--- src/logic/frx_pkg.sv ---
// constants and types shared by the fault recovery and indicator logic
// What this block does
// RULE_01: enable low longer than 1 ms enters sleep, overriding all but undervoltage.
// RULE_02: host recovery pulse on enable lasts 10 to 200 us, typically 20 us; code accepts any low from 10 us up to the 1 ms sleep length.
// RULE_03: auto-recovering faults resume operation only after rail soft-starts finish.
// RULE_04: latched-block faults keep drivers blocked until enable pulse or clear write.
// RULE_05: full-recovery faults also release the fault output on that same event.
// RULE_06: overcurrent auto-retry keeps drivers blocked until the retry delay expires; code also unblocks on an earlier clear event.
// RULE_07: retry delay expiry releases the fault output and clears the status bit.
// RULE_08: report-only holds fault output low until clear event and fault gone.
// RULE_09: thermal warning status clears itself once rails are up and no other fault.
// RULE_10: thermal warning alone never blocks drivers or disturbs supplies.
// RULE_11: fault output is open-drain, active low, pulled low on any fault; code skips warnings under CFG_OTW_SILENT and overcurrent under FRX_OC_NONE.
// RULE_12: fault output releases only when all faults gone and rails started; code also releases during a silenced warning or FRX_OC_NONE overcurrent.
// RULE_13: fault output latches only for the two overcurrent faults.
// RULE_14: enable toggle or clear bit write releases fault output if fault gone.
// RULE_15: fault output carries a deglitch of about 1 us.
// RULE_16: host stops on fault output low and resumes once it is released.
package frx_pkg;
    localparam int CLK_MHZ = 250;
    localparam int SLEEP_US = 1000;
    localparam int SLEEP_CYC = SLEEP_US * CLK_MHZ;
    localparam int PULSE_MIN_US = 10;
    localparam int PULSE_MIN_CYC = PULSE_MIN_US * CLK_MHZ;
    localparam int DEGLITCH_US = 1;
    localparam int DEGLITCH_CYC = DEGLITCH_US * CLK_MHZ;
    localparam int RETRY_US = 1000;
    localparam int RETRY_CYC = RETRY_US * CLK_MHZ;
    localparam int CNT_W = 20;
    // register byte addresses
    localparam logic [3:0] ADDR_CTRL = 4'h0;
    localparam logic [3:0] ADDR_STATUS = 4'h4;
    localparam logic [3:0] ADDR_CONFIG = 4'h8;
    // control register fields
    localparam int CTRL_CLEAR_FAULT_BIT = 0;
    // config register fields
    localparam int CFG_OC_MODE_LO = 0;
    localparam int CFG_OTW_SILENT = 2;
    localparam logic [31:0] CFG_RESET = 32'h0000_0000;
    // status bit positions
    localparam int ST_DS_OC = 0;
    localparam int ST_SENSE_OC = 1;
    localparam int ST_OTW = 2;
    localparam int ST_BLOCK = 3;
    localparam int ST_OTHER = 4;
    localparam int ST_FAULT_PIN = 5;
    localparam int ST_SLEEP = 6;
    localparam int ST_RETRY = 7;
    // overcurrent handling option
    typedef enum logic [1:0] {
        FRX_OC_LATCH = 2'h0,
        FRX_OC_RETRY = 2'h1,
        FRX_OC_REPORT = 2'h2,
        FRX_OC_NONE = 2'h3
    } frx_oc_mode_t;
    // bus slave states
    typedef enum logic [1:0] {
        FRX_BUS_IDLE = 2'h1,
        FRX_BUS_ACK = 2'h2
    } frx_bus_t;
endpackage

--- src/logic/frx_timer_if.sv ---
// interface between the top logic and the timer module
`timescale 1ns/1ns
`default_nettype none
interface frx_timer_if;
    logic run;
    logic [19:0] limit;
    logic done;
    modport owner (output run, output limit, input done);
    modport timer (input run, input limit, output done);
endinterface
`default_nettype wire

--- src/logic/frx_timer.sv ---
// reusable up-counter that flags when a running level outlasts its limit
`timescale 1ns/1ns
`default_nettype none
module frx_timer
    import frx_pkg::*;
(
    // clock and reset
    input wire logic core_clk_in,
    input wire logic rst_n_in,
    // control
    frx_timer_if.timer tif
);
    logic [CNT_W-1:0] count;

    // counts while run is high, restarts the moment run drops
    always_ff @(posedge core_clk_in or negedge rst_n_in)
    begin
        if (!rst_n_in)
        begin
            count <= '0;
            tif.done <= 1'b0;
        end
        else if (!tif.run)
        begin
            count <= '0;
            tif.done <= 1'b0;
        end
        else
        begin
            if (count != tif.limit)
                count <= count + 20'h00001;
            tif.done <= (count == tif.limit);
        end
    end
endmodule // frx_timer
`default_nettype wire

--- src/logic/frx_fault_recovery.sv ---
// fault recovery and fault indicator logic with avalon register slave
//
// The register addresses and the Avalon-MM register port are this design's own decisions.
`timescale 1ns/1ns
`default_nettype none
module frx_fault_recovery
    import frx_pkg::*;
(
    // clock and reset
    input wire logic core_clk_in,
    input wire logic rst_n_in,
    // pins and fault sources (asynchronous)
    input wire logic enable_pin_in,
    input wire logic drain_source_overcurrent_in,
    input wire logic sense_overcurrent_in,
    input wire logic overtemp_warning_in,
    input wire logic other_fault_in,
    input wire logic core_supply_undervoltage_in,
    input wire logic rails_ready_in,
    // avalon-mm slave
    input wire logic [3:0] avs_address_in,
    input wire logic avs_read_in,
    input wire logic avs_write_in,
    input wire logic [31:0] avs_writedata_in,
    output logic [31:0] avs_readdata_out,
    output logic avs_waitrequest_out,
    // driver and power control
    output logic drivers_blocked_out,
    output logic sleep_out,
    output logic soft_start_req_out,
    // open-drain fault line, enable high pulls low
    output logic fault_indicator_low_out,
    output logic fault_indicator_low_oe_out
);
    // two-flop synchronisers for all asynchronous inputs
    localparam int NS = 7;
    // enable idles high; resetting its stages high keeps the edge
    // detector and the sleep timer quiet while reset lets go
    localparam logic [NS-1:0] SYNC_IDLE = 7'h01;
    logic [NS-1:0] sync_a;
    logic [NS-1:0] sync_b;
    logic [NS-1:0] raw_in;
    assign raw_in = {rails_ready_in, core_supply_undervoltage_in,
        other_fault_in, overtemp_warning_in, sense_overcurrent_in,
        drain_source_overcurrent_in, enable_pin_in};

    genvar gi;
    generate
        for (gi = 0; gi < NS; gi++)
        begin : g_sync
            always_ff @(posedge core_clk_in or negedge rst_n_in)
            begin
                if (!rst_n_in)
                begin
                    sync_a[gi] <= SYNC_IDLE[gi];
                    sync_b[gi] <= SYNC_IDLE[gi];
                end
                else
                begin
                    sync_a[gi] <= raw_in[gi];
                    sync_b[gi] <= sync_a[gi];
                end
            end
        end
    endgenerate

    logic en_s, ds_oc, sn_oc, overtemp_warning_flag, oth, uv, rails_ok;
    assign {rails_ok, uv, oth, overtemp_warning_flag, sn_oc, ds_oc, en_s} = sync_b;

    // software registers
    logic [31:0] cfg;
    logic clr_pulse;
    frx_oc_mode_t oc_mode;
    logic otw_silent;
    assign oc_mode = frx_oc_mode_t'(cfg[CFG_OC_MODE_LO +: 2]);
    assign otw_silent = cfg[CFG_OTW_SILENT];

    // enable pin: low-level timers for sleep and pulse width
    frx_timer_if sleep_tif ();
    frx_timer_if pulse_tif ();
    assign sleep_tif.run = !en_s;
    assign sleep_tif.limit = CNT_W'(SLEEP_CYC - 1);
    assign pulse_tif.run = !en_s && !pulse_tif.done;
    assign pulse_tif.limit = CNT_W'(PULSE_MIN_CYC - 1);

    frx_timer u_sleep_timer (
        .core_clk_in(core_clk_in),
        .rst_n_in(rst_n_in),
        .tif(sleep_tif)
    );

    // pulse timer done lasts one cycle; pulse_long keeps it until the pin rises
    logic pulse_long;
    frx_timer u_pulse_timer (
        .core_clk_in(core_clk_in),
        .rst_n_in(rst_n_in),
        .tif(pulse_tif)
    );

    logic en_prev;
    logic sleeping;
    // latches qualified width; a pulse past sleep length is a wake, not a clear
    always_ff @(posedge core_clk_in or negedge rst_n_in)
    begin
        if (!rst_n_in)
            pulse_long <= 1'b0;
        else if (en_s)
            pulse_long <= 1'b0;
        else if (pulse_tif.done)
            pulse_long <= 1'b1;
    end

    // previous synced enable for rising edge detection
    always_ff @(posedge core_clk_in or negedge rst_n_in)
    begin
        if (!rst_n_in)
            en_prev <= 1'b1;
        else
            en_prev <= en_s;
    end

    // enable rising edge after a qualified low pulse
    logic en_clear;
    assign en_clear = en_s && !en_prev && pulse_long && !sleeping; // RULE_02

    // sleep entry and wake; undervoltage still handled while asleep
    always_ff @(posedge core_clk_in or negedge rst_n_in)
    begin
        if (!rst_n_in)
            sleeping <= 1'b0;
        else if (sleep_tif.done)
            sleeping <= 1'b1; // RULE_01
        else if (en_s)
            sleeping <= 1'b0;
    end

    logic clear_evt;
    assign clear_evt = en_clear || clr_pulse; // RULE_14

    // latched status and blocking state
    logic ds_st, sn_st, otw_st, oth_st, block, oc_hold, retry_run;
    logic oc_now;
    assign oc_now = ds_oc || sn_oc;
    logic retry_done;
    frx_timer_if retry_tif ();
    assign retry_tif.run = retry_run;
    assign retry_tif.limit = CNT_W'(RETRY_CYC - 1);
    frx_timer u_retry_timer (
        .core_clk_in(core_clk_in),
        .rst_n_in(rst_n_in),
        .tif(retry_tif)
    );
    assign retry_done = retry_tif.done;

    // overcurrent status bits: set wins over any clear
    always_ff @(posedge core_clk_in or negedge rst_n_in)
    begin
        if (!rst_n_in)
        begin
            ds_st <= 1'b0;
            sn_st <= 1'b0;
        end
        else
        begin
            if (ds_oc)
                ds_st <= 1'b1;
            else if (clear_evt || retry_done)
                ds_st <= 1'b0; // RULE_07
            if (sn_oc)
                sn_st <= 1'b1;
            else if (clear_evt || retry_done)
                sn_st <= 1'b0; // RULE_04
        end
    end

    // other faults: auto-recovering rails, status cleared by clear event
    always_ff @(posedge core_clk_in or negedge rst_n_in)
    begin
        if (!rst_n_in)
            oth_st <= 1'b0;
        else if (oth || uv)
            oth_st <= 1'b1;
        else if (clear_evt)
            oth_st <= 1'b0; // RULE_04
    end

    // thermal warning clears itself once rails up and nothing else active
    always_ff @(posedge core_clk_in or negedge rst_n_in)
    begin
        if (!rst_n_in)
            otw_st <= 1'b0;
        else if (overtemp_warning_flag)
            otw_st <= 1'b1;
        else if (rails_ok && !oc_now && !oth && !uv)
            otw_st <= 1'b0; // RULE_09
    end

    // driver blocking: warning alone never blocks
    always_ff @(posedge core_clk_in or negedge rst_n_in)
    begin
        if (!rst_n_in)
        begin
            block <= 1'b0;
            retry_run <= 1'b0;
        end
        else
        begin
            if (oc_now && (oc_mode == FRX_OC_LATCH || oc_mode == FRX_OC_RETRY))
                block <= 1'b1; // RULE_06
            else if (oth || uv)
                block <= 1'b1;
            else if (oc_mode == FRX_OC_RETRY && retry_done)
                block <= 1'b0; // RULE_06
            else if (clear_evt && rails_ok)
                block <= 1'b0; // RULE_04
            // retry delay restarts while the fault persists; a lone
            // thermal warning never holds it back
            retry_run <= (oc_mode == FRX_OC_RETRY) && block && !oc_now
                && !retry_done && !oth && !uv; // RULE_10
        end
    end

    // latched fault-line hold for the two overcurrent faults
    always_ff @(posedge core_clk_in or negedge rst_n_in)
    begin
        if (!rst_n_in)
            oc_hold <= 1'b0;
        else if (oc_now && oc_mode != FRX_OC_NONE)
            oc_hold <= 1'b1; // RULE_13
        else if (retry_done)
            oc_hold <= 1'b0; // RULE_07
        else if (clear_evt)
            oc_hold <= 1'b0; // RULE_05 RULE_08
    end

    // raw request to pull the fault line low
    logic pull_req;
    assign pull_req = oc_hold || oth || uv || !rails_ok
        || (otw_st && !otw_silent); // RULE_11 RULE_12

    // deglitch: line follows request only after it stands steady ~1 us
    logic [CNT_W-1:0] dg_cnt;
    logic line_low;
    always_ff @(posedge core_clk_in or negedge rst_n_in)
    begin
        if (!rst_n_in)
        begin
            dg_cnt <= '0;
            line_low <= 1'b0;
        end
        else if (pull_req == line_low)
            dg_cnt <= '0;
        else if (dg_cnt == CNT_W'(DEGLITCH_CYC - 1))
        begin
            dg_cnt <= '0;
            line_low <= pull_req; // RULE_15
        end
        else
            dg_cnt <= dg_cnt + 20'h00001;
    end

    // pin and control outputs, all from flops
    always_ff @(posedge core_clk_in or negedge rst_n_in)
    begin
        if (!rst_n_in)
        begin
            fault_indicator_low_out <= 1'b0;
            fault_indicator_low_oe_out <= 1'b0;
            drivers_blocked_out <= 1'b0;
            sleep_out <= 1'b0;
            soft_start_req_out <= 1'b0;
        end
        else
        begin
            fault_indicator_low_out <= 1'b0;
            fault_indicator_low_oe_out <= line_low; // RULE_11
            drivers_blocked_out <= block || sleeping || !rails_ok; // RULE_03
            sleep_out <= sleeping;
            soft_start_req_out <= !rails_ok && !sleeping; // RULE_03
        end
    end

    // avalon slave: one wait cycle, answer on the second
    frx_bus_t bus;
    logic [31:0] status_word;
    always_comb
    begin
        status_word = 32'h0000_0000;
        status_word[ST_DS_OC] = ds_st;
        status_word[ST_SENSE_OC] = sn_st;
        status_word[ST_OTW] = otw_st;
        status_word[ST_BLOCK] = block;
        status_word[ST_OTHER] = oth_st;
        status_word[ST_FAULT_PIN] = line_low;
        status_word[ST_SLEEP] = sleeping;
        status_word[ST_RETRY] = retry_run;
    end

    always_ff @(posedge core_clk_in or negedge rst_n_in)
    begin
        if (!rst_n_in)
        begin
            bus <= FRX_BUS_IDLE;
            avs_waitrequest_out <= 1'b1;
            avs_readdata_out <= 32'h0000_0000;
            cfg <= CFG_RESET;
            clr_pulse <= 1'b0;
        end
        else
        begin
            clr_pulse <= 1'b0;
            unique case (bus)
                FRX_BUS_IDLE:
                begin
                    if (avs_read_in || avs_write_in)
                    begin
                        bus <= FRX_BUS_ACK;
                        avs_waitrequest_out <= 1'b0;
                        unique case (avs_address_in)
                            ADDR_STATUS: avs_readdata_out <= status_word;
                            ADDR_CONFIG: avs_readdata_out <= cfg;
                            default: avs_readdata_out <= 32'h0000_0000;
                        endcase
                    end
                end
                FRX_BUS_ACK:
                begin
                    bus <= FRX_BUS_IDLE;
                    avs_waitrequest_out <= 1'b1;
                    // writes land here, at the edge the master sees
                    // waitrequest low; the request still stands now
                    if (avs_write_in && avs_address_in == ADDR_CTRL)
                        clr_pulse <= avs_writedata_in[CTRL_CLEAR_FAULT_BIT]; // RULE_14
                    if (avs_write_in && avs_address_in == ADDR_CONFIG)
                        cfg <= {29'h0, avs_writedata_in[2:0]};
                end
                default:
                begin
                    bus <= FRX_BUS_IDLE;
                    avs_waitrequest_out <= 1'b1;
                end
            endcase
        end
    end
endmodule // frx_fault_recovery
`default_nettype wire

--- config.mk ---
export PLATFORM = sky130hd
export DESIGN_NAME = frx_fault_recovery
export DESIGN_NICKNAME = d
export VERILOG_FILES = /design/src/logic/frx_pkg.sv /design/src/logic/frx_timer_if.sv /design/src/logic/frx_timer.sv /design/src/logic/frx_fault_recovery.sv
export SDC_FILE = /design/constraint.sdc
export NUM_CORES = 1
export LEC_CHECK = 0
export BUFFER_PORTS_ARGS = -buffer_cell sky130_fd_sc_hd__buf_2
export CAP_MARGIN = 20
export CORE_MARGIN = 2
export CORE_UTILIZATION = 59
export DETAILED_ROUTE_END_ITERATION = 10
export PLACE_DENSITY = 0.8
export SLEW_MARGIN = 20
export SYNTH_ARGS = -nofsm -noshare
export SYNTH_HDL_FRONTEND = slang
export SYNTH_HIERARCHICAL = 1
export SYNTH_SLANG_ARGS = --single-unit
export TNS_END_PERCENT = 50
--- constraint.sdc ---
create_clock -name core_clk_in -period 2.1 [get_ports core_clk_in]
set_input_delay 0.105 -clock core_clk_in [delete_from_list [all_inputs] [get_ports core_clk_in]]
set_output_delay 0.105 -clock core_clk_in [all_outputs]
set_load 0.05 [all_outputs]
=== Word level (Yosys, flattened, before mapping) ===
Index checks and enable logic that the tools add are counted.

* Flip-flop bits (word level): 151
* Logic and storage cells: 154
* Output and inout bits: 38
* Input port bits: 47

* Equality and inequality tests: 17
* Bitwise gates (word level): 1
* Reductions and logical operators: 56
* Add/subtract/negate cells: 4
* Muxes and demuxes: 35

{| class="wikitable"
|+ Operators with widths
! kind !! number
|-
| $mux W20 || 8
|-
| $add A20 B1 Y20 const B || 4
|-
| $eq A20 B18 Y1 const B || 2
|-
| $ne A20 B18 Y1 const B || 2
|-
| $mux W1 || 24
|-
| $eq A20 B12 Y1 const B || 1
|-
| $eq A20 B8 Y1 const B || 1
|-
| $logic_and A1 B1 Y1 || 20
|-
| $ne A20 B12 Y1 const B || 1
|-
| $pmux W8 S2 || 1
|-
| $reduce_bool A2 Y1 || 7
|-
| $logic_or A1 B1 Y1 || 12
|-
| $logic_not A1 Y1 || 10
|-
| $ne A2 B2 Y1 const B || 3
|-
| $reduce_and A2 Y1 || 3
|-
| $eq A2 B1 Y1 const B || 2
|-
| $eq A4 B3 Y1 const B || 1
|-
| $eq A4 B4 Y1 const B || 1
|-
| $logic_not A4 Y1 || 1
|-
| $mux W2 || 2
|-
| $reduce_bool A4 Y1 || 1
|-
| $reduce_bool A3 Y1 || 1
|-
| $eq A2 B2 Y1 const B || 1
|-
| $logic_not A2 Y1 || 1
|-
| 3 further kinds || 3
|}

=== Logic depth before layout (Yosys ltp) ===
Gate-level depths: netlist of the first run.

* Word-level depth: 10
* Depth in mapped cells: 8
* Mapped depth without buffers: 6

=== Hierarchy ===
The synthesis of the first run kept the hierarchy.

{| class="wikitable"
|+ Modules (own cells, without submodules)
! module !! area an instance (um^2) !! cells an instance !! seq. area each (um^2) !! instances
|-
| frx_timer || 1540.2 || 173 || 525.5 || 3
|-
| frx_fault_recovery || 2725.1 || 237 || 1581.5 || 1
|}

=== Worst setup path after synthesis of the first run ===
No wires, ideal clock.

* Path kind: flip-flop to flip-flop
* Start: register bus[0]
* End: register avs_readdata_out[0]
* Cell stages (with the launch flop): 4
* Buffers on the path: 0
* Library setup time: 68 ps
* Arrival time: 1808 ps
* Slack: 224 ps
* Cells stage by stage: dfstp_2 o211ai_1 nor4_1 a221o_1

* Cells in the longest elaborated chain, start to end: 2

{| class="wikitable"
|+ Ends and longest elaborated chain
! element !! line !! source
|-
| start, declared || frx_fault_recovery.sv:284 || <nowiki>frx_bus_t bus;</nowiki>
|-
| start signal, assigned || frx_fault_recovery.sv:303 || <nowiki>bus <= FRX_BUS_IDLE;</nowiki>
|-
| start signal, assigned || frx_fault_recovery.sv:317 || <nowiki>bus <= FRX_BUS_ACK;</nowiki>
|-
| start signal, assigned || frx_fault_recovery.sv:328 || <nowiki>bus <= FRX_BUS_IDLE;</nowiki>
|-
| $eq A2 B1 Y1 || frx_fault_recovery.sv:312 || <nowiki>unique case (bus)</nowiki>
|-
| $reduce_and A2 Y1 (no source line) || -- ||
|-
| end signal, assigned || frx_fault_recovery.sv:320 || <nowiki>ADDR_STATUS: avs_readdata_out <= status_word;</nowiki>
|-
| end signal, assigned || frx_fault_recovery.sv:321 || <nowiki>ADDR_CONFIG: avs_readdata_out <= cfg;</nowiki>
|-
| end, declared || frx_fault_recovery.sv:25 || <nowiki>output logic [31:0] avs_readdata_out,</nowiki>
|}

Every way passes these cells.
A chain may end at the register's enable or synchronous reset.

=== Worst setup path after layout of the first run ===
* Start: register u_retry_timer.count[4]
* End: register u_retry_timer.count[16]

* Cells in the longest elaborated chain, start to end: 3
* Elaborated cells between the ends (all ways): 5
* Those cells by class: 1 x add/sub; 2 x eq/ne; 2 x mux

{| class="wikitable"
|+ Ends and longest elaborated chain
! element !! line !! source
|-
| start, declared || frx_timer.sv:13 || <nowiki>logic [CNT_W-1:0] count;</nowiki>
|-
| start signal, assigned || frx_timer.sv:31 || <nowiki>count <= count + 20'h00001;</nowiki>
|-
| $add A20 B1 Y20 || frx_timer.sv:31 ||
|-
| $mux W20 || frx_timer.sv:30 || <nowiki>if (count != tif.limit)</nowiki>
|-
| $mux W20 || frx_timer.sv:23 || <nowiki>else if (!tif.run)</nowiki>
|}

Several ways; a longest one is shown, not always the timed one. The select of a mux whose other input is x is not followed.

==> results of run 1 <==
## cells in the mapped netlist, types with 5 or more instances
master    count
a211oi_1      7
a32oi_1      15
clkbuf_1     27
buf_2        12
dfrtp_1     122
a21o_1        5
a22o_1        5
a31oi_1      42
ha_1          5
or2_2         9
or4_1         6
nor4_1       28
o41ai_1      28
nand2_1      40
inv_1        19
and2_1       24
or3_1        11
o21ai_0      19
nor3b_1       5
nor3_1       33
and3_2        6
nand3_1      36
and3_1       17
xnor2_1      25
o21ai_1       5
buf_4        25
xor2_1       49
nor2_1       29
nand4_1      27
nand4b_1      5
o41ai_2       9
## worst max-delay path, cell delays in order, from the launching register on
cell and delay (ns):
dfrtp_1 0.49, nand4_2 0.25, buf_4 0.21, nor3_1 0.26, buf_4 0.19, nand2_1 0.08, a32oi_1 0.24, o41ai_1 0.14
## worst paths after layout
path | end | slack (ns) | depth (start not counted)
worst max register to register | u_retry_timer/count[16]$_DFFE_PN0P_ | 0.10 | 7
max in group asynchronous | u_sleep_timer/count[9]$_DFFE_PN0P_ | 1.20 | 3
min in group asynchronous | u_retry_timer/count[5]$_DFFE_PN0P_ | 0.21 | 2
worst min register to register | oth$_DFF_PN0_ | 0.35 | 0
worst min-delay path | bus[0]$_DFFE_PN1P_ | 0.16 | 2
worst max-delay path | u_retry_timer/count[16]$_DFFE_PN0P_ | 0.10 | 7
## power by group
part / internal [mW] / switching [mW]
Clock: 1.89 / 1.17
Sequential: 2.58 / 0.168
Combinational: 0.272 / 0.557
## cell usage in the layout, fill, tap and decap left out, types with 27 or more instances in the layout
master,n
a31oi_1,42
xor2_1,49
nand3_1,36
buf_4,34
nand4_1,27
nand2_1,40
nor2_1,29
o41ai_1,28
dfrtp_1,122
conb_1,85
nor3_1,33
buf_2,29
## logic make-up after synthesis
logic type | Yosys count | synth area share [%]
xor+xnor | 74 | 8.82
compound gates | 149 | 16.0
simple gates | 307 | 24.3
flops | 126 | 43.0
fa+ha+maj | 5 | 0.852
buf+inv | 89 | 6.34
other cells | 2 | 0.102
mux | 4 | 0.613
## state kept, by name (all words and copies together) (netlist names), 2 cells and up
register / flops
u_pulse_timer/count: 20
avs_readdata_out: 8
u_sleep_timer/count: 20
u_retry_timer/count: 20
cfg: 3
dg_cnt: 20
sync_a: 7
bus: 2
## repair_timing
| item | in CTS | in global routing |
|---|---|---|
| hold endpoints to repair | 49 | 0 |
| endpoints found under the setup margin | 0 | 16 |
| hold buffers | 13 | 0 |
| resized for setup | 0 | 4 |
## cell type report
cell class | count | share of cell area, %
tap | 168 | 2.41
inverter | 22 | 0.947
clock buffer | 18 | 4.92
clock inverter | 14 | 2.10
multi-input combinational | 624 | 46.5
sequential | 126 | 36.2
timing repair buffer | 80 | 6.90
## metal layers
metal / wire [um] / track usage, % / part of all wire (%) / vias to the layer above
li1: - / - / - / 2979
met1: 7460 / 36.6 / 41 / 3116
met2: 8900 / 46.1 / 49 / 292
met3: 1290 / 6.07 / 7.1 / 41
met4: 334 / 11.3 / 1.9 / 0
met5: 0 / 0 / 0 / -
## through the flow
stage	hold slack, ns	cell area [um2]	setup slack (ns)
3_3_place_gp	0.131	7950	0.174
6_report	0.159	8720	0.104
2_1_floorplan	-0.191	7660	0.224
5_1_grt	0.190	8720	0.00191
3_5_place_dp	0.140	7950	0.133
4_1_cts	0.149	8690	0.104
==> reports/qor.yml, run 1 <==
timing:
  finalHoldViolations: 0
  rsz0062_at_grt: "no"
  fin_tns_setup_ns: 0
  finalCritPeriodShare_pct: 95.0
  fin_crit_ns: 2.00
  relSlewSlack_pct: 47.8
  final_max_slew_viol_count: 0
  clock_skew_ns: 0.00631
  worst_slew_pin_slew_ns: 0.780
  max_freq_mhz: 501
  setup_viol: 0
status:
  status: "finished, final reports clean"
global_routing:
  grt.total_usage_pct: 28.1
  grt_max_degree: 42
  grt_pass1_vias: 6447
  antenna_found_initial: 0
  overflow: 0
  grt_first_pass_wirelength_um: 30000
power:
  vdd_drop_max_mv: 0.651
  power_mw: 6.63
  p_per_area_nw_per_um2: 761
  p_leak_nw: 3.84
detailed_routing:
  ant_nets: 0
  wirelength_um: 18000
  drt_iter0_drc: 578
  vias: 6428
  drc_errors: 0
  firstDrtPassIters: 5
  wl_per_cell_um: 17.1
  viasPerCell: 6.11
critical_path:
  worstSetupStartpointType: "flip-flop"
  worstSetupPathType: "reg2reg"
  startpoint: "u_retry_timer/count[4]$_DFFE_PN0P_"
  worst_ep_required_time_ns: 2.39
  crit_path_end_kind: "flip-flop"
  path_max_fanout: 7
  timing.rr.start: "u_retry_timer/count[4]$_DFFE_PN0P_"
  arrival_ns: 2.29
logic_synthesis:
  yosys-top-cells-area: "dfrtp_1 (42%), xor2_1 (5.8%), a31oi_1 (3.6%), o41ai_1 (3.3%), xnor2_1 (3.0%)"
  synth-seq-cells: 126
  yosysSeqAreaShare_pct: 43.0
  synth_warnings: 6
  yosysTopAreaCellShare_pct: 41.6
  ys.flop_type: "dfrtp_1"
  yosysUniqueCellTypes: 57
  synth_async_sr_flop_share_pct: 100
  syn_area_per_cell_um2: 9.72
  syn-cell-area_um2: 7350
  yosys.area.top_type: "dfrtp_1"
  syn_inst: 756
  synth_enable_flop_cells: 0
cts:
  cts_tree: "built"
  cts_made_buffers: 17
  path_clk_slew_ns: 0.06
  htreeDepth: 4
  clock_path_buffers: 2
  cts_root_buf: "clkbuf_16"
  cts.sinks: 126
  cts_setup_buffers: 0
  clock_latency_ns: 0.42
worst_hold_path:
  hp-start: "avs_write_in"
  hp-class: "in2reg"
cells_and_area:
  register_area_um2: 3160
  multi_input_area_um2: 4050
  area_growth_pct: 18.7
  final_cells: 1052
  antenna_cells: 0
  drive_gt1_share_pct: 16.6
  finish.utilization_pct: 72.3
  nFillCells: 818
  fin_nets: 923
place:
  gp_congestion: 0.932
  place_hpwl_um: 11900
  placed_cells: 1007
  portBuffers: 30
floorplan:
  start_util_pct: 60.9
  die_y_um: 116
  row_count: 40
  die_x_um: 116
  die_area_um2: 13400
  top_level_ports: 85
  core-area_um2: 12100
run:
  cap_viol_max_count: 0
Note: power is estimated with default switching activity, not from simulation.
==> run 2, diff against run 1 <==
--- a/config.mk
+++ b/config.mk
@@ -5,12 +5,14 @@
 export SDC_FILE = /design/constraint.sdc
 export NUM_CORES = 1
 export LEC_CHECK = 0
+export ABC_AREA = 1
 export BUFFER_PORTS_ARGS = -buffer_cell sky130_fd_sc_hd__buf_2
 export CAP_MARGIN = 20
 export CORE_MARGIN = 2
-export CORE_UTILIZATION = 59
+export CORE_UTILIZATION = 60
 export DETAILED_ROUTE_END_ITERATION = 10
 export PLACE_DENSITY = 0.8
+export REMOVE_ABC_BUFFERS = 1
 export SLEW_MARGIN = 20
 export SYNTH_ARGS = -nofsm -noshare
 export SYNTH_HDL_FRONTEND = slang
==> run 2 against run 1 <==
  * Combinational power rose by 44%
  * Clock skew rose by 0.0030 ns
  * Sequential share of layout area fell by 7.9 points
  * Global-route usage fell by 0.23 points
  * Worst setup slack improved by 0.11 ns
  * Clock power barely moved
  * Die area rose by 28%
  * Synthesized cell count rose by 100%
  * Critical path type is now in2reg
  * Critical endpoint is now clr_pulse$_DFF_PN0_
  * Largest power group unchanged
  * Highest routed layer unchanged
==> reports/qor.yml, run 2 <==
status:
  status: "finished, final reports clean"
timing:
  fin_tns_setup_ns: 0  # unchanged
  fin_crit_ns: 1.89  # -0.106 ns
  max_freq_mhz: 529  # +5.6%
  fin_ws_ns: 0.211  # +0.106 ns
  setup_viol: 0  # unchanged
  relSlewSlack_pct: 63.6  # +16 points
  finalHoldViolations: 0  # unchanged
  finalCritPeriodShare_pct: 90.0  # -5.1 points
  rsz0062_at_grt: "no"
  worst_slew_pin_slew_ns: 0.547  # -0.233 ns
  final_max_slew_viol_count: 0  # unchanged
  hold_ws_ns: 0.0269  # -0.132 ns
  clock_skew_ns: 0.00927  # +0.00295 ns
place:
  placed_cells: 1902  # +89%
  portBuffers: 30  # unchanged
  gp_congestion: 0.937  # +0.56%
  dpl_cell_area_um2: 10400  # +31%
  place_ws_ns: 0.354  # +0.221 ns
  place_hpwl_um: 16600  # +39%
global_routing:
  overflow: 0  # unchanged
  grt_first_pass_wirelength_um: 38400  # +28%
  antenna_found_initial: 0  # unchanged
  grt_max_degree: 60  # +43%
  grt_pass1_vias: 8468  # +31%
  grt.total_usage_pct: 27.9  # -0.23 points
critical_path:
  rrSetupSlack_ns: 0.30  # +0.20 ns
  worstSetupStartpointType: "input port"
  timing.rr.start: "u_sleep_timer/count[5]$_DFFE_PN0P_"
  r2r-end: "u_sleep_timer/count[16]$_DFFE_PN0P_"
  critPathMaxStageDelay_ns: 0.61  # +0.12 ns
  worstSetupPathType: "in2reg"
  worst_ep_required_time_ns: 2.46  # +0.07 ns
  r2r_cells: 8  # +1
  arrival_ns: 2.25  # -0.04 ns
  cp_common_cell: "dlygate4sd3_1"
  critPathSlowestCell: "dlygate4sd3_1"
  path_max_fanout: 2  # -5
  cp_cell_sequence: "dlygate4sd3_1 -> buf_2 -> inv_1 -> nand2_1 -> dlygate4sd3_1 -> nor4_1 -> dlygate4sd3_1"
  crit_path_end_kind: "flip-flop"
logic_synthesis:
  synthSimpleGateAreaFrac_pct: 46.8  # +23 points
  synthXorXnorAreaFrac_pct: 3.92  # -4.9 points
  syn-cell-area_um2: 9600  # +31%
  yosysSeqAreaShare_pct: 32.9  # -10 points
  synth_top_family_by_area: "simple AND/OR/NAND/NOR gates"
  yosys.area.top_type: "dfrtp_1"
  syn_inst: 1525  # +100%
  synth_async_sr_flop_share_pct: 100  # unchanged
  yosysTopAreaCellShare_pct: 31.8  # -9.8 points
  ys.flop_type: "dfrtp_1"
  synth.most_common_cell: "nand2_1"
  synth-seq-cells: 126  # unchanged
  synth_enable_flop_cells: 0  # unchanged
  synth_compound_area_share_pct: 2.88  # -13 points
  yosys-top-cells-area: "dfrtp_1 (32%), nand2_1 (23%), inv_1 (7.8%), nor2_1 (7.1%), nand3_1 (6.6%)"
  netlist_top_cells_count: "nand2_1 (585), inv_1 (199), nor2_1 (181)"
  muxShareOfSynthArea_pct: 0  # -0.61 points
  yosysUniqueCellTypes: 37  # -35%
  syn_area_per_cell_um2: 6.30  # -35%
  synthAdderAreaFrac_pct: 0.651  # -0.20 points
  synth_warnings: 6  # unchanged
cells_and_area:
  design_area_um2: 11200  # +28%
  nFillCells: 1375  # +68%
  final_common_cell: "nand2_1"
  finish.utilization_pct: 70.8  # -1.5 points
  multi_input_area_um2: 5870  # +45%
  fin_nets: 1773  # +92%
  area_growth_pct: 16.2
  final_cell_mix: "nand2_1 (585), inv_1 (199), nor2_1 (181)"
  final_cells: 1950  # +85%
  antenna_cells: 0  # unchanged
  register_area_um2: 3160  # unchanged
  drive_gt1_share_pct: 9.80  # -6.8 points
detailed_routing:
  firstDrtPassIters: 5  # unchanged
  vias: 9344  # +45%
  drc_errors: 0  # unchanged
  ant_nets: 0  # unchanged
  wirelength_um: 22400  # +24%
  wl_per_cell_um: 11.5  # -33%
  drt_iter0_drc: 783  # +35%
  viasPerCell: 4.79  # -22%
power:
  p_leak_nw: 6.29  # +64%
  power_mw: 6.99  # +5.4%
  p_per_area_nw_per_um2: 627  # -18%
  vdd_drop_max_mv: 0.609  # -6.4%
cts:
  cts_tree: "built"
  htreeDepth: 4  # unchanged
  clock_path_buffers: 2  # unchanged
  clock_latency_ns: 0.43  # about the same
  path_clk_slew_ns: 0.07  # about the same
  cts_root_buf: "clkbuf_16"
  cts_made_buffers: 17  # unchanged
  cts.sinks: 126  # unchanged
floorplan:
  die_y_um: 131  # +13%
  die_area_um2: 17000  # +28%
  core-area_um2: 15800  # +31%
  top_level_ports: 85  # unchanged
  row_count: 46  # +15%
  start_util_pct: 60.9  # about the same
  die_x_um: 131  # +13%
run:
  cap_viol_max_count: 0  # unchanged
worst_hold_path:
  min_to: "bus[1]$_DFFE_PN0P_"
  hp-class: "in2reg"
  worstHoldPathCells: 3  # +1
  hp-start: "avs_read_in"
run 2: cell types whose count changed after synthesis, sizes merged, moves of 21 or more:
| cell | delta |
|---|---|
| a31oi | -42 |
| and2 | -21 |
| and3 | -23 |
| clkbuf | -21 |
| inv | +208 |
| nand2 | +569 |
| nand3 | +96 |
| nor2 | +185 |
| nor3 | -23 |
| nor4 | -26 |
| o41ai | -37 |
| xor2 | -24 |
run 2: routing by layer:
metal	global-route usage, %	vias up	part of all wire [%]
li1	-	4864	-
met1	36.3	4201	45
met2	48.4	230	49
met3	3.46	49	4.0
met4	9.45	0	2.1
met5	0	-	0
run 2: worst max-delay path by stage:
stage,from,end,cells after the start
after floorplan,en_s$_DFF_PN1_,u_pulse_timer/count[10]$_DFFE_PN0P_,9
after global placement,u_sleep_timer/count[0]$_DFFE_PN0P_,u_sleep_timer/count[1]$_DFFE_PN0P_,9
after detailed placement,u_sleep_timer/count[0]$_DFFE_PN0P_,u_sleep_timer/count[0]$_DFFE_PN0P_,9
after CTS,avs_address_in[1],clr_pulse$_DFF_PN0_,7
after global routing,u_sleep_timer/count[11]$_DFFE_PN0P_,u_sleep_timer/count[1]$_DFFE_PN0P_,8
final,avs_address_in[1],clr_pulse$_DFF_PN0_,7
run 2: worst max-delay path: cells and delay by family:
kind	cells	cell delay [ns]
buf+inv	5	1.86
simple gates	2	0.29
run 2: layout make-up:
cell class / count / share of cell area, %
well taps: 216 / 2.42
clock inverters: 15 / 1.73
flip-flops and latches: 126 / 28.3
multi-input cells: 1295 / 52.6
inverters: 227 / 7.64
clock buffers: 17 / 3.81
repair buffers: 54 / 3.49
run 2: what timing repair did:
action | CTS | global route
hold buffers | 16 | 0
gates resized for setup | 0 | 0
setup buffers | 0 | 0
hold endpoints to repair | 66 | 0
run 2: report_power, final:
part | internal (mW) | switching (mW)
Sequential | 2.59 | 0.138
Clock | 1.82 | 1.26
Combinational | 0.346 | 0.846
run 2: cell families after synthesis:
group | Yosys count
AND/OR/NAND/NOR | 1022
flip-flops | 126
buffers and inverters | 277
XOR/XNOR | 43
AO/OA/AOI/OAI | 50
other | 2
adder cells (fa/ha/maj) | 5
==> run 3, diff against run 2 <==
--- a/config.mk
+++ b/config.mk
@@ -5,11 +5,10 @@
 export SDC_FILE = /design/constraint.sdc
 export NUM_CORES = 1
 export LEC_CHECK = 0
-export ABC_AREA = 1
 export BUFFER_PORTS_ARGS = -buffer_cell sky130_fd_sc_hd__buf_2
 export CAP_MARGIN = 20
 export CORE_MARGIN = 2
-export CORE_UTILIZATION = 60
+export CORE_UTILIZATION = 59
 export DETAILED_ROUTE_END_ITERATION = 10
 export PLACE_DENSITY = 0.8
 export REMOVE_ABC_BUFFERS = 1
==> constraint.sdc (replaced) <==
create_clock -name core_clk_in -period 2.1 [get_ports core_clk_in]
set_input_delay 0 -clock core_clk_in [delete_from_list [all_inputs] [get_ports core_clk_in]]
set_output_delay 0 -clock core_clk_in [all_outputs]
set_load 0.05 [all_outputs]
==> run 3 against run 2 <==
  * Die area shrank 22%
  * Non-clock buffer count rose by 27
  * Global-route usage is 0.21 points higher
  * Critical path type is now reg2reg
  * Sequential cell count did not move
  * Largest cell class unchanged
==> reports/qor.yml, run 3 (same netlist as run 1, synthesis figures left out) <==
status:
  status: "finished, final reports clean"
critical_path:
  timing.rr.start: "u_pulse_timer/count[4]$_DFFE_PN0P_"
  critPathSlowestCell: "or4_1"
  worst_ep_required_time_ns: 2.40  # -0.06 ns
  path_depth: 5  # -2
  rrSetupSlack_ns: 0.12  # -0.18 ns
  worstSetupStartpointType: "flip-flop"
  cp_cell_sequence: "nand4_2 -> or4_1 -> and3_1 -> a31oi_1 -> o41ai_1"
  startpoint: "u_pulse_timer/count[4]$_DFFE_PN0P_"
  arrival_ns: 2.28  # +0.03 ns
  crit_family: "simple AND/OR/NAND/NOR gates"
  r2r-end: "u_pulse_timer/count[13]$_DFFE_PN0P_"
  r2r_cells: 5  # -3
  critPathBufInv: 0  # -5
  critPathMaxStageDelay_ns: 0.61  # about the same
  cp-endpoint: "u_pulse_timer/count[13]$_DFFE_PN0P_"
  worstSetupPathType: "reg2reg"
  crit_path_end_kind: "flip-flop"
  path_max_fanout: 9  # +7
detailed_routing:
  wl_per_cell_um: 17.0  # +48%
  vias: 6359  # -32%
  firstDrtPassIters: 7  # +2
  viasPerCell: 6.04  # +26%
  wirelength_um: 17900  # -20%
  ant_nets: 0  # unchanged
  drt_iter0_drc: 595  # -24%
  drc_errors: 0  # unchanged
timing:
  finalHoldViolations: 0  # unchanged
  setup_viol: 0  # unchanged
  finalCritPeriodShare_pct: 94.5  # +4.5 points
  clock_skew_ns: 0.0135  # +0.00419 ns
  rsz0062_at_grt: "yes"
  hold_ws_ns: 0.0516  # +0.0247 ns
  fin_crit_ns: 1.98  # +0.0942 ns
  final_max_slew_viol_count: 0  # unchanged
  relSlewSlack_pct: 47.5  # -16 points
  max_freq_mhz: 504  # -4.7%
  worst_slew_pin_slew_ns: 0.784  # +0.237 ns
cts:
  clock_latency_ns: 0.43  # about the same
  htreeDepth: 4  # unchanged
  path_clk_slew_ns: 0.06  # about the same
  cts_tree: "built"
  clock_path_buffers: 2  # unchanged
  cts_made_buffers: 17  # unchanged
  cts.sinks: 126  # unchanged
  cts_root_buf: "clkbuf_16"
power:
  p_leak_nw: 3.84  # -39%
  swShare_pct: 29.7  # -2.4 points
  seq_power_share_pct: 42.0  # +3.1 points
  p_per_area_nw_per_um2: 756  # +21%
  switchingPower_mw: 1.95  # -13%
  vdd_drop_max_mv: 0.621  # +2.0%
  combinationalPowerShare_pct: 13.0  # -4.0 points
  pwr-share-clk_pct: 45.0  # +1.0 points
  power_mw: 6.56  # -6.2%
  p_int_mw: 4.61  # -2.8%
floorplan:
  core-area_um2: 12100  # -24%
  row_count: 40  # -13%
  start_util_pct: 60.9  # about the same
  die_x_um: 116  # -11%
  top_level_ports: 85  # unchanged
  die_y_um: 116  # -11%
  die_area_um2: 13400  # -22%
place:
  gp_congestion: 0.970  # +3.5%
  portBuffers: 30  # unchanged
  place_hpwl_um: 11700  # -30%
cells_and_area:
  fin_nets: 924  # -48%
  final_common_cell: "dfrtp_1"
  drive_gt1_share_pct: 16.6  # +6.8 points
  finish.utilization_pct: 71.9  # +1.2 points
  area_growth_pct: 18.1
  final_cell_mix: "dfrtp_1 (122), conb_1 (85), xor2_1 (49)"
  antenna_cells: 0  # unchanged
  nFillCells: 880  # -36%
global_routing:
  busiest_layer: "met2"
  grt_first_pass_wirelength_um: 30100  # -22%
  grt_pass1_vias: 6320  # -25%
  grt_max_degree: 49  # -18%
  gr-usage-met1_pct: 35.0  # -1.3 points
  antenna_found_initial: 0  # unchanged
  grt_use_met3_pct: 5.91  # +2.4 points
  overflow: 0  # unchanged
  use_met2_pct: 48.2  # -0.25 points
  grt.total_usage_pct: 28.1  # +0.21 points
worst_hold_path:
  hp-class: "in2reg"
run:
  cap_viol_max_count: 0  # unchanged
## run 3: final cells by class
class,instances,area (um2),share of cell area [%]
Clock buffer,17,425,4.90
Multi-Input combinational cell,624,4050,46.7
Clock inverter,14,159,1.83
Sequential cell,126,3160,36.4
Inverter,22,82.6,0.952
Timing Repair Buffer,81,593,6.84
Tap cell,168,210,2.42
## run 3: power by group through the flow
stage,Sequential [mW],Combinational (mW),Clock (mW)
2_1_floorplan,2.85,0.479,0
3_3_place_gp,2.77,0.762,0
3_5_place_dp,2.78,0.788,0
4_1_cts,2.74,0.825,2.96
5_1_grt,2.77,0.926,3.09
6_report,2.76,0.850,2.95
## run 3: how the worst min path moves through the flow
stage / startpoint / end / slack (ns) / cells past startpoint
after floorplan: rst_n_in / avs_readdata_out[0]$_DFFE_PN0P_ / -0.30 / 0
after global placement: rst_n_in / u_retry_timer/count[3]$_DFFE_PN0P_ / 0.002 / 1
after detailed placement: rst_n_in / u_retry_timer/count[4]$_DFFE_PN0P_ / 0.005 / 1
after CTS: avs_write_in / bus[0]$_DFFE_PN1P_ / 0.04 / 2
after global routing: avs_write_in / bus[0]$_DFFE_PN1P_ / 0.08 / 2
final: avs_write_in / bus[0]$_DFFE_PN1P_ / 0.05 / 2
## run 3: per-layer routing
layer  vias up  part of all wire (%)
met4         0                   2.7
met3        41                   5.0
met1      3100                    42
li1       2982                     -
met2       236                    50
met5         -                     0
## run 3: repair_timing
| item | CTS | global route |
|---|---|---|
| setup buffers | 0 | 1 |
| hold buffers | 13 | 0 |
| hold endpoints to repair | 97 | 0 |
| resized for setup | 0 | 2 |
| endpoints found under the setup margin | 0 | 19 |
## run 3: stage by stage
stage / cells / TNS, ns / worst slack [ns] / cell area, um2
2_1_floorplan: 772 / -13.32 / -0.505 / 7270
3_3_place_gp: 1007 / 0 / 0.229 / 7940
3_5_place_dp: 1007 / 0 / 0.0995 / 7940
4_1_cts: 1051 / 0 / 0.0668 / 8650
5_1_grt: 1052 / -0.00823 / -0.00823 / 8680
6_report: 1052 / 0 / 0.117 / 8680
